===== src/hdl/wsg_defs.svh =====
`ifndef WSG_DEFS_SVH
`define WSG_DEFS_SVH

// number of wait count registers: three memory, three io
`define WSG_NUM_REGS    6
// reset value of every wait count register (all ones)
`define WSG_CNT_RST     4'hF
// select code that turns the generator off
`define WSG_SEL_OFF     2'h3
// register index of the first io wait count register
`define WSG_IDX_IO_BASE 3'h3
// extra wait state added to non-pipelined cycles
`define WSG_NP_EXTRA    5'h01

`endif


===== src/hdl/wsg_pkg.sv =====
package wsg_pkg;

  // programmed wait count, 0 to 15
  typedef logic [3:0] wsg_cnt_t;
  // wait states left in a cycle, 0 to 16
  typedef logic [4:0] wsg_wait_t;
  // register index 0 to 5
  typedef logic [2:0] wsg_idx_t;

  // bus state as seen by the tracker
  typedef enum logic [1:0] {
    WSG_IDLE,
    WSG_T1,
    WSG_T2
  } wsg_bus_e;

endpackage : wsg_pkg


===== src/hdl/wsg_cfg_if.sv =====
`timescale 1ns/1ps
`default_nettype none

interface wsg_cfg_if;
  import wsg_pkg::*;

  logic     wr_en;   // write strobe for one wait count register
  wsg_idx_t wr_idx;  // register index being written
  wsg_cnt_t wr_data; // new wait count
  logic     mio;     // captured cycle type, 1 = memory
  logic [1:0] sel;   // captured select code
  wsg_cnt_t count;   // wait count of the selected register

  modport regs (
    input  wr_en,
    input  wr_idx,
    input  wr_data,
    input  mio,
    input  sel,
    output count
  );

  modport user (
    output wr_en,
    output wr_idx,
    output wr_data,
    output mio,
    output sel,
    input  count
  );

endinterface : wsg_cfg_if

`default_nettype wire


===== src/hdl/wsg_regs.sv =====
`timescale 1ns/1ps
`default_nettype none
`include "wsg_defs.svh"

module wsg_regs
  import wsg_pkg::*;
(
  input wire logic core_clk, // system bus clock
  input wire logic rstn,     // asynchronous reset, active low
  wsg_cfg_if.regs  cfg       // register write and lookup
);

  wsg_cnt_t cnt_mem [`WSG_NUM_REGS];
  wsg_cnt_t next_cnt_mem [`WSG_NUM_REGS];

  // memory cycles use indices 0..2, io cycles 3..5
  function automatic wsg_idx_t wsg_index(input logic       mio,
                                         input logic [1:0] sel);
    wsg_idx_t base;
    base = mio ? 3'h0 : `WSG_IDX_IO_BASE;
    return 3'(base + {1'b0, sel});
  endfunction : wsg_index

  always_comb begin
    for (int i = 0; i < `WSG_NUM_REGS; i++) begin
      next_cnt_mem[i] = cnt_mem[i];
    end
    if (cfg.wr_en && (cfg.wr_idx < 3'(`WSG_NUM_REGS))) begin
      next_cnt_mem[cfg.wr_idx] = cfg.wr_data;
    end
  end

  always_ff @(posedge core_clk or negedge rstn) begin
    if (!rstn) begin
      for (int i = 0; i < `WSG_NUM_REGS; i++) begin
        cnt_mem[i] <= `WSG_CNT_RST;
      end
    end else begin
      for (int i = 0; i < `WSG_NUM_REGS; i++) begin
        cnt_mem[i] <= next_cnt_mem[i];
      end
    end
  end

  // select code 3 never reaches here as a live choice; index 3/6 harmless
  always_comb begin
    wsg_idx_t idx;
    idx = wsg_index(cfg.mio, cfg.sel);
    if (idx < 3'(`WSG_NUM_REGS)) begin
      cfg.count = cnt_mem[idx];
    end else begin
      cfg.count = 4'h0;
    end
  end

endmodule : wsg_regs

`default_nettype wire


===== src/hdl/wsg_top.sv =====
// Notes on behaviour
// - select code plus cycle type picks register
// - hold ready inactive for chosen count
// - counts range zero to fifteen
// - select both high: generator stays off, ready never driven
// - track bus state on every cycle
// - pipelined cycle: exactly programmed wait states
// - non-pipelined cycle: one extra wait state
// - reset loads all ones into registers
// - classify cycles from strobe and ready
`timescale 1ns/1ps
`default_nettype none
`include "wsg_defs.svh"

module wsg_top
  import wsg_pkg::*;
(
  input  wire logic       core_clk,                  // bus clock, 100 MHz
  input  wire logic       rstn,                      // async reset, low
  input  wire logic       bus_cycle_address_strobe_n, // address strobe pin
  input  wire logic       ready_n_i,                 // ready pin level
  input  wire logic       mio_i,                     // 1 memory, 0 io
  input  wire logic [1:0] wsel_i,                    // wait select pins
  input  wire logic       cfg_we,                    // wait count write
  input  wire logic [2:0] cfg_idx,                   // register index 0..5
  input  wire logic [3:0] cfg_data,                  // wait count value
  output logic            ready_o,                   // ready drive level
  output logic            ready_oe,                  // ready drive enable
  output logic            cycle_pipelined,           // current cycle kind
  output logic            cycle_active               // generator counting
);

  wsg_cfg_if cfg ();

  // pin synchronisers; stage one only feeds stage two
  logic       ads_m;
  logic       ads_s;
  logic       rdy_m;
  logic       rdy_s;
  logic       mio_m;
  logic       mio_s;
  logic [1:0] sel_m;
  logic [1:0] sel_s;

  always_ff @(posedge core_clk or negedge rstn) begin
    if (!rstn) begin
      ads_m <= 1'b1;
      ads_s <= 1'b1;
      rdy_m <= 1'b1;
      rdy_s <= 1'b1;
      mio_m <= 1'b0;
      mio_s <= 1'b0;
      sel_m <= `WSG_SEL_OFF;
      sel_s <= `WSG_SEL_OFF;
    end else begin
      ads_m <= bus_cycle_address_strobe_n;
      ads_s <= ads_m;
      rdy_m <= ready_n_i;
      rdy_s <= rdy_m;
      mio_m <= mio_i;
      mio_s <= mio_m;
      sel_m <= wsel_i;
      sel_s <= sel_m;
    end
  end

  logic ads_seen;
  logic rdy_seen;
  // our own pull comes back through the synchroniser two clocks later and
  // must not end the following pipelined cycle; an outside ready landing
  // exactly on that echo is lost
  logic echo_m;
  logic echo_s;
  assign ads_seen = !ads_s;
  assign rdy_seen = !rdy_s && !echo_s;

  // tracker state
  wsg_bus_e  state;
  wsg_bus_e  next_state;
  wsg_wait_t cnt;
  wsg_wait_t next_cnt;
  logic      act;
  logic      next_act;
  logic      pipe;
  logic      next_pipe;
  logic      drive;
  logic      next_drive;
  // a pipelined strobe seen before the running cycle ended
  logic       pend;
  logic       next_pend;
  logic       pend_mio;
  logic       next_pend_mio;
  logic [1:0] pend_sel;
  logic [1:0] next_pend_sel;
  // select captured for the cycle whose count is being loaded
  logic       cap_mio;
  logic       next_cap_mio;
  logic [1:0] cap_sel;
  logic [1:0] next_cap_sel;
  logic       load;
  logic       load_pipe;

  assign cfg.wr_en   = cfg_we;
  assign cfg.wr_idx  = cfg_idx;
  assign cfg.wr_data = cfg_data;
  // lookup is addressed by the select being captured in this clock
  assign cfg.mio     = next_cap_mio;
  assign cfg.sel     = next_cap_sel;

  wsg_regs u_regs (
    .core_clk (core_clk),
    .rstn     (rstn),
    .cfg      (cfg.regs)
  );

  // wait states to load for a cycle of the given kind
  function automatic wsg_wait_t wsg_waits(input wsg_cnt_t c,
                                          input logic     piped);
    wsg_wait_t w;
    w = {1'b0, c};
    if (!piped) begin
      w = 5'(w + `WSG_NP_EXTRA);
    end
    return w;
  endfunction : wsg_waits

  // the cycle ends on the bus ready or on our own drive; our own drive
  // is counted directly since the pin copy returns two clocks late
  logic done;
  assign done = (state == WSG_T2) && (drive || rdy_seen);

  always_comb begin
    next_state    = state;
    next_pend     = pend;
    next_pend_mio = pend_mio;
    next_pend_sel = pend_sel;
    next_cap_mio  = cap_mio;
    next_cap_sel  = cap_sel;
    next_pipe     = pipe;
    load          = 1'b0;
    load_pipe     = 1'b0;
    unique case (state)
      WSG_IDLE: begin
        if (ads_seen) begin
          next_state   = WSG_T1;
          next_cap_mio = mio_s;
          next_cap_sel = sel_s;
          load         = 1'b1;
          load_pipe    = 1'b0;
        end
      end
      WSG_T1: begin
        next_state = WSG_T2;
      end
      WSG_T2: begin
        if (done) begin
          if (pend) begin
            next_state   = WSG_T2;
            next_cap_mio = pend_mio;
            next_cap_sel = pend_sel;
            next_pend    = 1'b0;
            load         = 1'b1;
            load_pipe    = 1'b1;
          end else if (ads_seen) begin
            // strobe coinciding with ready: next cycle is pipelined
            next_state   = WSG_T2;
            next_cap_mio = mio_s;
            next_cap_sel = sel_s;
            load         = 1'b1;
            load_pipe    = 1'b1;
          end else begin
            next_state = WSG_IDLE;
          end
        end else if (ads_seen && !pend) begin
          // strobe while this cycle still waits: remember it
          next_pend     = 1'b1;
          next_pend_mio = mio_s;
          next_pend_sel = sel_s;
        end
      end
    endcase
    if (load) begin
      next_pipe = load_pipe;
    end
  end

  // the count is loaded in the clock of the capture, so a pipelined cycle
  // already knows its waits when its predecessor ends
  always_comb begin
    next_cnt    = cnt;
    next_act    = act;
    if (load) begin
      next_act = (next_cap_sel != `WSG_SEL_OFF);
      next_cnt = wsg_waits(cfg.count, load_pipe);
    end else if ((state == WSG_T2) && !done && (cnt != 5'h00)) begin
      next_cnt = 5'(cnt - 5'h01);
    end
    if (done && !load) begin
      next_act = 1'b0;
    end
  end

  // drive ready low in the T2 state where no waits are left
  always_comb begin
    next_drive = 1'b0;
    // a pipelined cycle with no waits answers right after its predecessor
    if ((next_state == WSG_T2) && next_act) begin
      next_drive = (next_cnt == 5'h00) && (load || !done);
    end
  end

  always_ff @(posedge core_clk or negedge rstn) begin
    if (!rstn) begin
      state    <= WSG_IDLE;
      cnt      <= 5'h00;
      act      <= 1'b0;
      pipe     <= 1'b0;
      drive    <= 1'b0;
      pend     <= 1'b0;
      pend_mio <= 1'b0;
      pend_sel <= `WSG_SEL_OFF;
      cap_mio  <= 1'b0;
      cap_sel  <= `WSG_SEL_OFF;
      echo_m   <= 1'b0;
      echo_s   <= 1'b0;
    end else begin
      state    <= next_state;
      cnt      <= next_cnt;
      act      <= next_act;
      pipe     <= next_pipe;
      drive    <= next_drive;
      pend     <= next_pend;
      pend_mio <= next_pend_mio;
      pend_sel <= next_pend_sel;
      cap_mio  <= next_cap_mio;
      cap_sel  <= next_cap_sel;
      echo_m   <= drive;
      echo_s   <= echo_m;
    end
  end

  // open-drain style: only ever pull ready low, never drive it high
  assign ready_o         = 1'b0;
  assign ready_oe        = drive;
  assign cycle_pipelined = pipe;
  assign cycle_active    = act;

endmodule : wsg_top

`default_nettype wire


===== config.mk =====
export PLATFORM = sky130hd
export DESIGN_NAME = wsg_top
export DESIGN_NICKNAME = d
export VERILOG_FILES = /design/src/hdl/wsg_pkg.sv /design/src/hdl/wsg_cfg_if.sv /design/src/hdl/wsg_regs.sv /design/src/hdl/wsg_top.sv
export VERILOG_INCLUDE_DIRS = /design/src /design/src/hdl
export SDC_FILE = /design/constraint.sdc
export NUM_CORES = 1
export LEC_CHECK = 0
export BUFFER_PORTS_ARGS = -buffer_cell sky130_fd_sc_hd__clkbuf_2
export CAP_MARGIN = 20
export CORE_ASPECT_RATIO = 0.75
export CORE_MARGIN = 5
export CORE_UTILIZATION = 40
export DETAILED_ROUTE_END_ITERATION = 8
export SYNTH_ARGS = -nofsm -noshare
export SYNTH_HDL_FRONTEND = slang
export SYNTH_HIERARCHICAL = 1
export SYNTH_SLANG_ARGS = --single-unit

===== constraint.sdc =====
create_clock -name core_clk -period 6.4 [get_ports core_clk]
set_clock_uncertainty 0.05 [all_clocks]
set_input_delay 0 -clock core_clk [delete_from_list [all_inputs] [get_ports core_clk]]
set_output_delay 0 -clock core_clk [all_outputs]
set_load 0.01 [all_outputs]

==> summary.md <==
| Metric | Value |
|---|---|
| Met2 WL | `2250 µm` |
| Root Driver | `clkbuf_8` |
| CTS clk-pin slew, worst paths | `0.09 ns` |
| Starting Density | `0.409` |
| Synth top area cells | `dfstp_2 (34%), dfrtp_1 (15%), mux2_2 (12%)` |
| Final Hold Viols | `0` |
| Count leader, synth | `dfstp_2` |
| Area Growth Syn to Fin | `11.5%` |
| Netlist Area Pre-Place | `2770 µm²` |
| Leading area contributor after synthesis | `dfstp_2` |
| 1st-pass router iterations | `4` |
| Clock sink count | `53` |
| Layout Nets | `270` |
| Vias in the first global route | `1700` |
| Io pins | `19` |
| Overflow after GRT | `0` |
| Hold Crit Class | `input port to flop` |
| Fin. max-slew vios | `0` |
| Slew @ Worst Pin | `0.651 ns` |
| TritonCTS clock tree | `built` |
| Largest net degree at the start of global routing | `54` |
| Clk_lat worst skew | `0.30 ns` |
| Crit path max fanout | `12` |
| Core area | `6770 µm²` |
| Total negative slack | `0 ns` |
| Normalized max-slew margin | `0.566` |
| CTS H-Tree Depth | `2` |
| Yosys reg bits | `53` |
| DR vias | `1767` |
| Period utilization | `0.745` |
| Number of vias per cell | `5.31` |
| Top cell type's share of synthesized area | `0.342` |
| Clock buffer count from CTS | `5` |
| Cells along the critical path | `inv_1 > ha_1 > inv_1 > nor2_2 > a22oi_1 > o21ai_0 > inv_1 > ha_1 > fa_1 > mux2i_1 > o32a_1 > o21ai_0 > ha_1 > nand3_1 > a31o_1 > o21ai_0 > o2111ai_1 > nor4b_2` |
| RSZ-0062 raised after global routing | `false` |
| Max incr delay on CP | `0.77 ns` |
| DR WL met3 | `239 µm` |
| Fin crit period | `4.77 ns` |
| Post-DP HPWL | `3770 µm` |
| Avg Cell Area, Syn | `12.5 µm²` |
| Outcome | `finished, final reports clean` |
| Crit end category | `flop` |
| Primary FF master, synth | `dfstp_2` |
| Clk buf depth | `2` |
| Antenna-violating nets left | `0` |
| Final hold slack | `0.142 ns` |
| Synth top cells by count | `dfstp_2 (36), mux2_2 (29), dfrtp_1 (17)` |
| Overall power | `1.61 mW` |
| Routed len/inst | `15.7 µm` |
| Critical Path AT | `4.93 ns` |
| Post-Syn Nets | `243` |
| Initial antenna violation count | `0` |
| PwrDens | `522 nW/µm²` |
| Crit Path Class | `flop to flop` |
| Synth warn | `6` |
| Worst Path Required | `6.57 ns` |
| Antenna diodes | `0` |
| Port buffer count | `17` |
| Postcts setup bufs | `0` |
| Worst setup margin | `1.63 ns` |
| Cells after Synth | `221` |
| First-pass GRT wire length | `8980 µm` |
| Dpl ws | `1.64 ns` |
| Post-synth EDFFs | `0` |
| Share of cells above drive strength 1 | `0.422` |
| Max Freq | `0.210 GHz` |
| FP Rows | `26` |
| Worst vdd ir | `271 µV` |
| Maxcap violations | `0` |
| Register area share after synthesis | `0.496` |
| Total wire length | `5220 µm` |
| Startpoint types | `flop` |
| Async set-reset flop share out of synthesis | `1.00` |
| Post-route cell area | `3080 µm²` |
| DR iter-0 viols | `94` |
| GRT Overall Usage | `0.132` |
| DIE HEIGHT | `82.0 µm` |
| Drc violations | `0` |
| Dpl cell area | `2900 µm²` |
| Total die area | `8690 µm²` |
| Global placer's final weighted congestion | `0.809` |
| Final setup vio count | `0` |
| Slowest cell on the critical path | `fa_1` |
| Die X | `106 µm` |
| Leakage power | `1.29 nW` |
| R2r setup slk | `1.63 ns` |
| Max Used Layer | `met4` |
| Met1 WL | `2680 µm` |
| Cell variety after synth | `53` |
-- cells in the final DEF, fill, tap and decap left out, drive strengths merged, types with 8 or more instances in the layout --
cell type / n
dfstp: 36
dlygate4sd3: 10
dfrtp: 17
inv: 13
nor2: 8
mux2: 31
a21oi: 8
clkbuf: 23
mux2i: 14
o21ai: 13
-- kinds of logic after synthesis --
kind of cell | synth area share
simple gates | 0.116
xor+xnor | 0.00317
fa+ha+maj | 0.0344
compound gates | 0.123
buf+inv | 0.0398
other cells | 0.00136
flops | 0.496
mux | 0.186
-- stage by stage --
stage                     utilization  cells
final                           0.456    333
after global routing            0.456    333
after CTS                       0.454    332
after detailed placement        0.429    315
after global placement          0.429    315
after floorplan                     -    221
-- layout make-up --
| cell class | instances | area, µm² |
|---|---|---|
| clock buffer | 6 | 72.6 |
| clock inverter | 2 | 10.0 |
| fill | 639 | 3680 |
| inverter | 13 | 48.8 |
| multi-input combinational | 147 | 1280 |
| sequential | 53 | 1370 |
| tap | 84 | 105 |
| timing repair buffer | 28 | 193 |
-- worst max-delay path, delay by kind of cell (launching register included) --
| kind | cells | cell delay (ns) |
|---|---|---|
| simple gates | 3 | 0.67 |
| fa+ha+maj | 4 | 1.69 |
| mux | 1 | 0.14 |
| compound gates | 7 | 1.39 |
| buf+inv | 3 | 0.34 |
| flops | 1 | 0.40 |
-- report_power, final --
group,internal (mW),leakage (nW),switching [mW]
combinational,0.409,0.658,0.497
clock,0.0761,0.0450,0.105
sequential,0.461,0.591,0.0605
total,0.947,1.29,0.662
-- flip-flops by register name (all words and copies together) (netlist names), 2 cells and up --
signal          cells
cap_sel             2
cnt                 5
pend_sel            2
sel_m               2
sel_s               2
state               2
u_regs/cnt_mem     24
-- final timing paths --
| kind | cells past startpoint | end | startpoint |
|---|---|---|---|
| max in group asynchronous | 3 | cycle_pipelined | rstn |
| max | 18 | ready_oe | state[0] |
| min reg2reg | 0 | mio_s | mio_m |
| min in group asynchronous | 3 | cycle_active | rstn |
| max reg2reg | 18 | ready_oe | state[0] |
| min | 4 | u_regs/cnt_mem[19] | cfg_we |
-- timing repair --
| action | 4_1_cts | 5_1_grt |
|---|---|---|
| hold buffers | 9 | 1 |
| gates resized for setup | 0 | 0 |
| endpoints found under the hold margin | 40 | 2 |
-- per-layer routing --
| metal | GRT usage | vias to the layer above |
|---|---|---|
| li1 | - | 860 |
| met1 | 0.202 | 869 |
| met2 | 0.189 | 33 |
| met3 | 0.0283 | 5 |
| met4 | 0.0349 | 0 |
| met5 | 0 | - |
No activity file was read; power rests on OpenSTA's default activity.
